File: config.mk
export PLATFORM = sky130hd
export DESIGN_NAME = interrupt_flag_enable_bank
export DESIGN_NICKNAME = d
export VERILOG_FILES = /design/src/include/irq_flag_pkg.sv /design/src/hdl/flag_word_reg.sv /design/src/hdl/interrupt_flag_enable_bank.sv
export SDC_FILE = /design/constraint.sdc
export NUM_CORES = 1
export LEC_CHECK = 0
export ABC_AREA = 1
export BUFFER_PORTS_ARGS = -buffer_cell sky130_fd_sc_hd__buf_2
export CORE_MARGIN = 2
export CORE_UTILIZATION = 40
export DETAILED_ROUTE_END_ITERATION = 10
export GPL_ROUTABILITY_DRIVEN = 0
export PLACE_DENSITY = 0.77
export SLEW_MARGIN = 20
export SYNTH_ARGS = -nofsm -noshare
export SYNTH_HDL_FRONTEND = slang
export SYNTH_HIERARCHICAL = 1
export SYNTH_SLANG_ARGS = --single-unit
export TNS_END_PERCENT = 10
File: constraint.sdc
create_clock -name hclk -period 4.3 [get_ports hclk]
set_clock_uncertainty 0.2 [all_clocks]
set_input_delay 0.645 -clock hclk [delete_from_list [all_inputs] [get_ports hclk]]
set_output_delay 0.645 -clock hclk [all_outputs]
set_load 0.005 [all_outputs]
File: src/include/irq_flag_pkg.sv
// shared constants for the interrupt flag and enable bank
package irq_flag_pkg;

  localparam int          REG_W        = 16;
  localparam int          EVT_W        = 3;
  localparam logic [15:0] REG_RESET    = 16'h0000;

  // register byte offsets
  localparam logic [7:0]  OFF_FLAG2    = 8'h00;
  localparam logic [7:0]  OFF_FLAG3    = 8'h04;
  localparam logic [7:0]  OFF_FLAG4    = 8'h08;
  localparam logic [7:0]  OFF_EN0      = 8'h0C;
  localparam logic [7:0]  OFF_EN1      = 8'h10;
  localparam logic [7:0]  OFF_EN2      = 8'h14;
  localparam logic [7:0]  OFF_IRQ_STAT = 8'h18;
  localparam logic [7:0]  OFF_IRQ_MASK = 8'h1C;
  localparam int          ADDR_LSB     = 2;
  localparam int          ADDR_MSB     = 7;

  // implemented bits of each register
  localparam logic [15:0] MASK_FLAG2   = 16'h0007;
  localparam logic [15:0] MASK_FLAG3   = 16'h39FF;
  localparam logic [15:0] MASK_FLAG4   = 16'h00F6;
  localparam logic [15:0] MASK_EN0     = 16'h7FFF;
  localparam logic [15:0] MASK_EN1     = 16'hFFFB;
  localparam logic [15:0] MASK_EN2     = 16'hDFFF;
  localparam logic [2:0]  MASK_IRQ     = 3'h7;

  // flag_status_2 fields
  localparam int B_CAN1_RECEIVE   = 2;
  localparam int B_SERIAL2_EVENT  = 1;
  localparam int B_SERIAL2_ERROR  = 0;
  // flag_status_3 fields
  localparam int B_DMA_CH5_DONE   = 13;
  localparam int B_CODEC_EVENT    = 12;
  localparam int B_CODEC_ERROR    = 11;
  localparam int B_CAN2_EVENT     = 8;
  localparam int B_CAN2_RECEIVE   = 7;
  localparam int B_EXT_IRQ4       = 6;
  localparam int B_EXT_IRQ3       = 5;
  localparam int B_TIMER9         = 4;
  localparam int B_TIMER8         = 3;
  localparam int B_I2C2_MASTER    = 2;
  localparam int B_I2C2_SLAVE     = 1;
  localparam int B_TIMER7         = 0;
  // flag_status_4 fields
  localparam int B_CAN2_TRANSMIT  = 7;
  localparam int B_CAN1_TRANSMIT  = 6;
  localparam int B_DMA_CH7_DONE   = 5;
  localparam int B_DMA_CH6_DONE   = 4;
  localparam int B_UART2_ERROR    = 2;
  localparam int B_UART1_ERROR    = 1;

  // interrupt status bits, one per flag register
  localparam int B_IRQ_FLAG2      = 0;
  localparam int B_IRQ_FLAG3      = 1;
  localparam int B_IRQ_FLAG4      = 2;

  // ahb encodings
  localparam logic [1:0]  HTRANS_NONSEQ = 2'h2;
  localparam logic        HRESP_OKAY    = 1'h0;

endpackage

File: src/hdl/flag_word_reg.sv
// one software-writable word whose bits may also be set by hardware events
`timescale 1ns/1ps
module flag_word_reg
  import irq_flag_pkg::*;
#(
  parameter int          WIDTH     = 16,
  parameter logic [15:0] IMPL_MASK = 16'hFFFF
) (
  // clock and reset
  input  wire logic             clk,
  input  wire logic             rst_n,
  // hardware set and software write
  input  wire logic [WIDTH-1:0] set_bits,
  input  wire logic             wr_en,
  input  wire logic [WIDTH-1:0] wr_data,
  // stored value
  output logic      [WIDTH-1:0] value
);

  logic [WIDTH-1:0] value_reg;
  logic [WIDTH-1:0] value_next;
  logic [WIDTH-1:0] impl;

  if (WIDTH < 1 || WIDTH > 16) begin : g_bad_width
    $error("flag_word_reg: WIDTH must be 1 to 16");
  end

  assign impl = IMPL_MASK[WIDTH-1:0];

  // event set wins over a software write of zero
  always_comb begin
    value_next = (wr_en ? wr_data : value_reg) | set_bits;
    value_next = value_next & impl;
  end

  always_ff @(posedge clk or negedge rst_n) begin
    if (!rst_n) begin
      value_reg <= {WIDTH{1'b0}};
    end else begin
      value_reg <= value_next;
    end
  end

  assign value = value_reg;

endmodule

File: src/hdl/interrupt_flag_enable_bank.sv
// interrupt flag and enable register bank behind an ahb-lite slave
//
// Contract
// - a flag bit reads 1 once its source raised a request and 0 if none came since it was cleared.
// - an enable bit at 1 lets its source's request through and at 0 blocks it; only request_out is gated, irq_status_reg takes the events ungated.
//   here only enable_control_2 bits 2..0 gate a request; enable_control_0, enable_control_1 and the other enable_control_2 bits gate nothing.
// - unimplemented bits of every flag and enable register read zero and ignore writes.
// - every implemented flag and enable bit can be read and written by software.
// - all flag and enable bits are zero after power-on reset.
// - flag_status_2 bit 2 is can1 receive, bit 1 serial2 event, bit 0 serial2 error.
// - flag_status_3 bits 13,12,11,8,7 are dma5 done, codec event, codec error, can2 event, can2 receive.
// - flag_status_3 bits 6..0 are ext irq 4 and 3, timers 9 and 8, i2c2 master and slave, timer 7.
// - flag_status_4 bits 7..4 are can2/can1 transmit and dma7/dma6 done, bits 2,1 uart2/uart1 errors.
// - enable_control_0 bit 15 is unused and bits 14..8 enable dma1, adc1, uart1 tx/rx, serial1 event/error, timer3.
// - enable_control_0 bits 7..0 enable timer2, compare2, capture2, dma0, timer1, compare1, capture1, ext irq 0.
// - enable_control_1 bits 15..8 enable uart2 tx/rx, ext irq 2, timers 5 and 4, compares 4 and 3, dma2.
// - enable_control_1 bits 7..3 enable capture 8/7, adc2, ext irq 1, pin change; bit 2 unused; bits 1,0 i2c1.
// - enable_control_2 bits 15,14 enable timer6 and dma4, bit 13 unused, bits 12..9 compares 8..5, bit 8 capture6.
`timescale 1ns/1ps
module interrupt_flag_enable_bank
  import irq_flag_pkg::*;
(
  // clock and reset
  input  wire logic              hclk,
  input  wire logic              hresetn,
  // ahb-lite slave
  input  wire logic              hsel,
  input  wire logic [31:0]       haddr,
  input  wire logic [1:0]        htrans,
  input  wire logic              hwrite,
  input  wire logic [2:0]        hsize,
  input  wire logic [31:0]       hwdata,
  input  wire logic              hready,
  output logic                   hreadyout,
  output logic                   hresp,
  output logic      [31:0]       hrdata,
  // peripheral event pulses, one bit per flag position
  input  wire logic [REG_W-1:0]  flag2_events,
  input  wire logic [REG_W-1:0]  flag3_events,
  input  wire logic [REG_W-1:0]  flag4_events,
  // register contents towards the vector logic
  output logic      [REG_W-1:0]  flag_status_3,
  output logic      [REG_W-1:0]  flag_status_4,
  output logic      [REG_W-1:0]  enable_control_0,
  output logic      [REG_W-1:0]  enable_control_1,
  // forwarded requests of the paired flag_status_2 sources
  output logic      [EVT_W-1:0]  request_out,
  // summary interrupt
  output logic                   irq
);

  ////////////////////////////////////////////////////////////////////////////
  // bus decode

  logic              access_take;
  logic              wr_phase_reg;
  logic [7:0]        addr_reg;
  logic              rd_take;
  logic [7:0]        rd_addr;
  logic [31:0]       hrdata_reg;
  logic [31:0]       hrdata_next;
  logic [REG_W-1:0]  flag_status_2;
  logic [REG_W-1:0]  enable_control_2;
  logic [EVT_W-1:0]  irq_status_reg;
  logic [EVT_W-1:0]  irq_status_next;
  logic [EVT_W-1:0]  irq_mask_reg;
  logic [EVT_W-1:0]  irq_events;
  logic              wr_flag2;
  logic              wr_flag3;
  logic              wr_flag4;
  logic              wr_en0;
  logic              wr_en1;
  logic              wr_en2;
  logic [REG_W-1:0]  wdata;

  assign access_take = hsel && hready && (htrans == HTRANS_NONSEQ);
  assign rd_take     = access_take && !hwrite;
  assign rd_addr     = {haddr[ADDR_MSB:ADDR_LSB], 2'b00};
  assign hreadyout   = 1'b1;
  assign hresp       = HRESP_OKAY;
  assign wdata       = hwdata[REG_W-1:0];

  // write address is held for the data phase
  always_ff @(posedge hclk or negedge hresetn) begin
    if (!hresetn) begin
      wr_phase_reg <= 1'b0;
      addr_reg     <= 8'h00;
    end else begin
      wr_phase_reg <= access_take && hwrite;
      if (access_take) begin
        addr_reg <= rd_addr;
      end
    end
  end

  assign wr_flag2 = wr_phase_reg && (addr_reg == OFF_FLAG2);
  assign wr_flag3 = wr_phase_reg && (addr_reg == OFF_FLAG3);
  assign wr_flag4 = wr_phase_reg && (addr_reg == OFF_FLAG4);
  assign wr_en0   = wr_phase_reg && (addr_reg == OFF_EN0);
  assign wr_en1   = wr_phase_reg && (addr_reg == OFF_EN1);
  assign wr_en2   = wr_phase_reg && (addr_reg == OFF_EN2);

  ////////////////////////////////////////////////////////////////////////////
  // flag and enable words

  flag_word_reg #(.WIDTH(REG_W), .IMPL_MASK(MASK_FLAG2)) u_flag2 (
    .clk      (hclk),
    .rst_n    (hresetn),
    .set_bits (flag2_events),
    .wr_en    (wr_flag2),
    .wr_data  (wdata),
    .value    (flag_status_2)
  );

  flag_word_reg #(.WIDTH(REG_W), .IMPL_MASK(MASK_FLAG3)) u_flag3 (
    .clk      (hclk),
    .rst_n    (hresetn),
    .set_bits (flag3_events),
    .wr_en    (wr_flag3),
    .wr_data  (wdata),
    .value    (flag_status_3)
  );

  flag_word_reg #(.WIDTH(REG_W), .IMPL_MASK(MASK_FLAG4)) u_flag4 (
    .clk      (hclk),
    .rst_n    (hresetn),
    .set_bits (flag4_events),
    .wr_en    (wr_flag4),
    .wr_data  (wdata),
    .value    (flag_status_4)
  );

  // enable words have no hardware set source
  flag_word_reg #(.WIDTH(REG_W), .IMPL_MASK(MASK_EN0)) u_en0 (
    .clk      (hclk),
    .rst_n    (hresetn),
    .set_bits ({REG_W{1'b0}}),
    .wr_en    (wr_en0),
    .wr_data  (wdata),
    .value    (enable_control_0)
  );

  flag_word_reg #(.WIDTH(REG_W), .IMPL_MASK(MASK_EN1)) u_en1 (
    .clk      (hclk),
    .rst_n    (hresetn),
    .set_bits ({REG_W{1'b0}}),
    .wr_en    (wr_en1),
    .wr_data  (wdata),
    .value    (enable_control_1)
  );

  flag_word_reg #(.WIDTH(REG_W), .IMPL_MASK(MASK_EN2)) u_en2 (
    .clk      (hclk),
    .rst_n    (hresetn),
    .set_bits ({REG_W{1'b0}}),
    .wr_en    (wr_en2),
    .wr_data  (wdata),
    .value    (enable_control_2)
  );

  // only the flag_status_2 sources have both their flags and their enables in this bank
  assign request_out = flag_status_2[EVT_W-1:0] & enable_control_2[EVT_W-1:0];

  ////////////////////////////////////////////////////////////////////////////
  // interrupt status, mask and summary output

  assign irq_events[B_IRQ_FLAG2] = |(flag2_events & MASK_FLAG2);
  assign irq_events[B_IRQ_FLAG3] = |(flag3_events & MASK_FLAG3);
  assign irq_events[B_IRQ_FLAG4] = |(flag4_events & MASK_FLAG4);

  // a read clears, an event in the same cycle still sets
  always_comb begin
    irq_status_next = irq_status_reg;
    if (rd_take && (rd_addr == OFF_IRQ_STAT)) begin
      irq_status_next = {EVT_W{1'b0}};
    end
    irq_status_next = irq_status_next | irq_events;
  end

  always_ff @(posedge hclk or negedge hresetn) begin
    if (!hresetn) begin
      irq_status_reg <= {EVT_W{1'b0}};
    end else begin
      irq_status_reg <= irq_status_next;
    end
  end

  always_ff @(posedge hclk or negedge hresetn) begin
    if (!hresetn) begin
      irq_mask_reg <= {EVT_W{1'b0}};
    end else if (wr_phase_reg && (addr_reg == OFF_IRQ_MASK)) begin
      irq_mask_reg <= hwdata[EVT_W-1:0] & MASK_IRQ;
    end
  end

  assign irq = |(irq_status_reg & irq_mask_reg);

  ////////////////////////////////////////////////////////////////////////////
  // read data, captured in the address phase

  always_comb begin
    hrdata_next = 32'h0000_0000;
    case (rd_addr)
      OFF_FLAG2:    hrdata_next = {16'h0000, flag_status_2};
      OFF_FLAG3:    hrdata_next = {16'h0000, flag_status_3};
      OFF_FLAG4:    hrdata_next = {16'h0000, flag_status_4};
      OFF_EN0:      hrdata_next = {16'h0000, enable_control_0};
      OFF_EN1:      hrdata_next = {16'h0000, enable_control_1};
      OFF_EN2:      hrdata_next = {16'h0000, enable_control_2};
      OFF_IRQ_STAT: hrdata_next = {29'h0000_0000, irq_status_reg};
      OFF_IRQ_MASK: hrdata_next = {29'h0000_0000, irq_mask_reg};
      default:      hrdata_next = 32'h0000_0000;
    endcase
  end

  always_ff @(posedge hclk or negedge hresetn) begin
    if (!hresetn) begin
      hrdata_reg <= 32'h0000_0000;
    end else if (rd_take) begin
      hrdata_reg <= hrdata_next;
    end
  end

  assign hrdata = hrdata_reg;
endmodule

## Yosys cells after proc, flatten, opt, wreduce, memory -nomap -nowiden

Index checks and enable logic that the tools add are counted.

| operators by class | value |
|---|---|
| equality and inequality tests | 14 |
| mux-type cells | 5 |
| bitwise gates (word level) | 6 |
| reductions and logical operators | 19 |

Operators with widths:

| cell | count |
|---|---|
| $pmux W16 S8 | 1 |
| $eq A6 B3 Y1 const B | 7 |
| $eq A6 B2 Y1 const B | 4 |
| $logic_not A8 Y1 | 2 |
| $mux W14 | 1 |
| $or A14 B14 Y14 | 1 |
| $eq A6 B1 Y1 const B | 2 |
| $logic_and A1 B1 Y1 | 12 |
| $reduce_or A12 Y1 | 1 |
| $mux W8 | 1 |
| $or A8 B8 Y8 | 1 |
| $and A3 B3 Y3 | 2 |
| $mux W3 | 2 |
| $or A3 B3 Y3 | 2 |
| $reduce_or A3 Y1 | 2 |
| $reduce_or A6 Y1 | 1 |
| $eq A2 B2 Y1 const B | 1 |
| $logic_not A1 Y1 | 1 |

| storage, ports and cells | value |
|---|---|
| output and inout port bits | 102 |
| input port bits | 122 |
| register bits after elaboration | 111 |
| word-level logic and storage cells | 55 |

## Longest topological paths before layout

| logic depth | value |
|---|---|
| word-level depth | 6 |
| gate-level depth with buffers | 10 |
| mapped depth without buffers | 9 |

## Modules after synthesis

The synthesis kept the hierarchy.

Modules (own cells, without submodules):

| module | seq. area each (um^2) | area an instance (um^2) | instances | cells an instance |
|---|---|---|---|---|
| interrupt_flag_enable_bank | 725.7 | 2,516.2 | 1 | 400 |
| flag_word_reg at u_en0 ... | 375.4 | 757.0 | 3 | 81 |
| flag_word_reg at u_flag3 | 300.3 | 551.8 | 1 | 68 |
| flag_word_reg at u_flag4 | 150.1 | 330.3 | 1 | 42 |
| flag_word_reg at u_flag2 | 75.1 | 229.0 | 1 | 30 |

## Least setup slack after synthesis

OpenSTA, ideal clock, no wires.

| path | value |
|---|---|
| path kind | register -> register |
| start point | reg addr_reg[7] |
| end point | reg u_flag4.value_reg[1] (netlist: u_flag4/value[1]) |
| path slack | 2,482 ps |
| cell stages (with the launch flop) | 7 |
| path buffers | 0 |
| period minus slack after synthesis | 1,818 ps |
| arrival | 1,494 ps |
| setup time | 124 ps |
| data required time | 3,976 ps |
| path through | dfrtp_1 > nor3b_1 > nand2_1 > nor3_1 > inv_2 > nand2_1 > nand3_1 |

| between the ends | value |
|---|---|
| cells in the longest elaborated chain, start to end | 4 |

RTL lines:

| what | line | RTL |
|---|---|---|
| from (decl) | interrupt_flag_enable_bank.sv:57 | `logic [7:0] addr_reg;` |
| from (signal assigned) | interrupt_flag_enable_bank.sv:91 | `addr_reg <= rd_addr;` |
| $eq A6 B2 Y1 | interrupt_flag_enable_bank.sv:98 | `assign wr_flag4 = wr_phase_reg && (addr_reg == OFF_FLAG4);` |
| $logic_and A1 B1 Y1 | interrupt_flag_enable_bank.sv:98 |  |
| named net wr_flag4 | interrupt_flag_enable_bank.sv:70 | `logic wr_flag4;` |
| $mux W8 | flag_word_reg.sv:32 | `value_next = (wr_en ? wr_data : value_reg) \| set_bits;` |
| $or A8 B8 Y8 | flag_word_reg.sv:32 |  |
| named net u_flag4.value_next[1] | flag_word_reg.sv:21 | `logic [WIDTH-1:0] value_next;` |
| to (signal assigned) | flag_word_reg.sv:38 | `value_reg <= {WIDTH{1'b0}};` |
| to (signal assigned) | flag_word_reg.sv:40 | `value_reg <= value_next;` |
| to (decl) | flag_word_reg.sv:20 | `logic [WIDTH-1:0] value_reg;` |

The timed path passes the listed nets, and every way through them passes these cells.
A chain may end at the register's enable or synchronous reset.

## Final worst setup path

| path | value |
|---|---|
| start point | reg addr_reg[7] |
| end point | reg u_en0.value_reg[14] (netlist: u_en0/value[14]) |

| between the ends | value |
|---|---|
| cells in the longest elaborated chain, start to end | 2 |

RTL lines:

| what | line | RTL |
|---|---|---|
| $eq A6 B2 Y1 | interrupt_flag_enable_bank.sv:99 | `assign wr_en0 = wr_phase_reg && (addr_reg == OFF_EN0);` |
| $logic_and A1 B1 Y1 | interrupt_flag_enable_bank.sv:99 |  |
| named net wr_en0 | interrupt_flag_enable_bank.sv:71 | `logic wr_en0;` |
| to (signal assigned) | flag_word_reg.sv:38 |  |
| to (signal assigned) | flag_word_reg.sv:40 |  |
| to (decl) | flag_word_reg.sv:20 |  |

The timed path passes the listed nets, and every way through them passes these cells.

==> results.sh <==
export IMPL_cts_resized=0
export IMPL_numClockSinks=95
export IMPL_fin_area_um2=6700
export IMPL_yosysWarnings=6
export IMPL_rsz0062_at_grt="no"
export IMPL_cp_max_fo=16
export IMPL_floorplan_initialDensity_pct=40.7
export IMPL_p_per_area_nw_per_um2=278
export IMPL_endpoint_kind="register"
export IMPL_yosys_area_top_type="dfrtp_1"
export IMPL_cp_required_ns=4.32
export IMPL_grt_pass1_wl_um=26900
export IMPL_cp_cell_sequence="nor3b_1 -> nand2_1 -> nor2_2 -> inv_6 -> nand2_1 -> nand3_1"
export IMPL_largest_reg_flops=16
export IMPL_fp_dieH_um=125
export IMPL_clock_path_buffers=2
export IMPL_ctsRootBufferMaster="clkbuf_16"
export IMPL_ys_types=29
export IMPL_routed_wl_um=17100
export IMPL_yosysMostFrequentCell="nand2_1"
export IMPL_ant_nets=0
export IMPL_drtIter0Drc=448
export IMPL_drive_gt1_share_pct=23.5
export IMPL_p_leak_nw=3.39
export IMPL_die_area_um2=15700
export IMPL_grt_max_degree=78
export IMPL_ff2ff_setup_slack_ns=1.68
export IMPL_post_drt_wl_per_cell_um=15.4
export IMPL_ys_seq_elements=95
export IMPL_grt_total_usage_pct=21.9
export IMPL_worst_path_most_repeated_cell="nand2_1"
export IMPL_slew_viol_final=0
export IMPL_synth_edf_count=0
export IMPL_die_w_um=125
export IMPL_outcome="completed"
export IMPL_nets=1046
export IMPL_ys_flop_type="dfrtp_1"
export IMPL_io_buffers=117
export IMPL_slowest_delay_ns=0.82
export IMPL_postCtsHoldBufs=0
export IMPL_drc=0
export IMPL_io_pins=224
export IMPL_clk_pin_slew_worst_paths_ns=0.06
export IMPL_slew_headroom_pct=32.5
export IMPL_synth_area_leaders="dfrtp_1, nand2_1, buf_4"
export IMPL_syn_avg_cell_area_um2=7.53
export IMPL_fin_tns_setup_ns=0
export IMPL_vdd_drop_max_uv=187
export IMPL_grt_pass1_vias=4886
export IMPL_via_count=5345
export IMPL_clk_latency_ns=0.35
export IMPL_coreArea_um2=14500
export IMPL_tritoncts="done"
export IMPL_cts_max_level=3
export IMPL_worstMarginPinSlew_ns=1.01
export IMPL_yosys_top_cells_count="nand2_1, dfrtp_1, inv_1, nand3_1, buf_4"
export IMPL_max_freq_ghz=0.382
export IMPL_rows=44
export IMPL_synthArstFlopShare_pct=100
export IMPL_crit_type="register to register"
export IMPL_first_pass_iters=5
export IMPL_finalHoldViolCount=0
export IMPL_ys_seq_area_share_pct=40.3
export IMPL_numCtsBuffers=9
export IMPL_crit_arrival_ns=2.64
export IMPL_fin_crit_sh_pct=60.9
export IMPL_via_per_inst=4.81
export IMPL_crit_path_start_kind="register"
export IMPL_r2r_cells=6
export IMPL_dpl_cell_area_um2=6450
export IMPL_netlist_area_um2=5900
export IMPL_timing_rr_end="u_en0/value[14]$_DFF_PN0_"
export IMPL_crit_path_top_delay_cell="nor2_2"
export IMPL_hp_class="input pin to async pin"
export IMPL_synthCells=783
export IMPL_cts_setup_buffers=0
export IMPL_n_antenna_cell=0
export IMPL_rr_startpoint="addr_reg[7]$_DFFE_PN0N_"
export IMPL_setup_viol=0
export IMPL_min_period_ns=2.62
export IMPL_post_synth_top_area_fraction_pct=40.3
export IMPL_drv_cap=0
export IMPL_dpl_hpwl_um=12600
export IMPL_antenna_found_initial=0
export IMPL_area_growth_pct=13.5
export IMPL_grt_overflow_total=0
[layer usage]
metal  track usage, %  share of wire (%)
met5                0                  0
met4             8.56                2.7
met3             5.61                9.6
met2             32.1                 43
met1             31.2                 44
[worst max-delay path by stage]
stage,cells past startpoint,startpoint,slack (ns),end
floorplan,6,addr_reg[7]$_DFFE_PN0N_,2.48,u_flag4/value[1]$_DFF_PN0_
global placement,9,haddr[5],1.63,hrdata[11]$_DFFE_PN0N_
detailed placement,9,haddr[5],1.58,hrdata[9]$_DFFE_PN0N_
CTS,6,addr_reg[7]$_DFFE_PN0N_,1.72,u_en0/value[14]$_DFF_PN0_
global route,6,addr_reg[7]$_DFFE_PN0N_,1.53,u_en0/value[0]$_DFF_PN0_
finish,6,addr_reg[7]$_DFFE_PN0N_,1.68,u_en0/value[14]$_DFF_PN0_
[layout make-up]
class | instances | area, µm²
Fill cell | 1478 | 7780
Multi-Input combinational cell | 596 | 2820
Sequential cell | 95 | 2380
Timing Repair Buffer | 124 | 641
Inverter | 98 | 383
Clock buffer | 13 | 240
Tap cell | 184 | 230
Clock inverter | 1 | 7.51
[worst max-delay path, delay by kind of cell, from the launching register on]
| kind | cells | cell delay, ns |
|---|---|---|
| AND/OR/NAND/NOR | 5 | 1.69 |
| buffers and inverters | 1 | 0.23 |
| flip-flops | 1 | 0.38 |
[through the flow]
| stage | util (%) | hold slack, ns | power, mW | std cells | setup WS (ns) |
|---|---|---|---|---|---|
| 3_3_place_gp | 44.5 | 0.259 | 1.15 | 1097 | 1.63 |
| 4_1_cts | 46.2 | 0.281 | 1.88 | 1111 | 1.72 |
| 2_1_floorplan | - | 0.149 | 1.10 | 868 | 2.48 |
| 6_report | 46.2 | 0.263 | 1.86 | 1111 | 1.68 |
| 3_5_place_dp | 44.5 | 0.265 | 1.16 | 1097 | 1.58 |
| 5_1_grt | 46.2 | 0.305 | 1.95 | 1111 | 1.53 |
[cell usage in the layout (no fill, tap or decap)]
cell type / n
and2_0: 4
clkbuf_1: 4
clkinv_1: 1
nor2_2: 5
inv_6: 3
dfrtp_1: 95
o21a_1: 4
and2_1: 3
inv_2: 8
nor2_4: 4
nand4_1: 39
nand2_2: 32
inv_1: 86
o21ai_1: 9
nand3_1: 79
nor3_1: 3
nor4_1: 4
clkbuf_16: 9
or2_2: 1
clkinvlp_4: 1
buf_4: 8
conb_1: 93
nor2_1: 31
nand2_4: 1
nand2_1: 252
nand3_2: 30
a21oi_1: 1
nor3b_1: 1
buf_2: 116
[power breakdown]
group	switching, mW	total (mW)	internal [mW]
Sequential	0.0191	0.939	0.920
Combinational	0.147	0.209	0.0621
Clock	0.328	0.715	0.387
Total	0.494	1.86	1.37
[cell families after synthesis]
| family | synth area share, % |
|---|---|
| buffers and inverters | 17.4 |
| AND/OR/NAND/NOR | 40.4 |
| other | 0.509 |
| AO/OA/AOI/OAI | 1.36 |
| flip-flops | 40.3 |
Power figures use the tool's default switching activity.
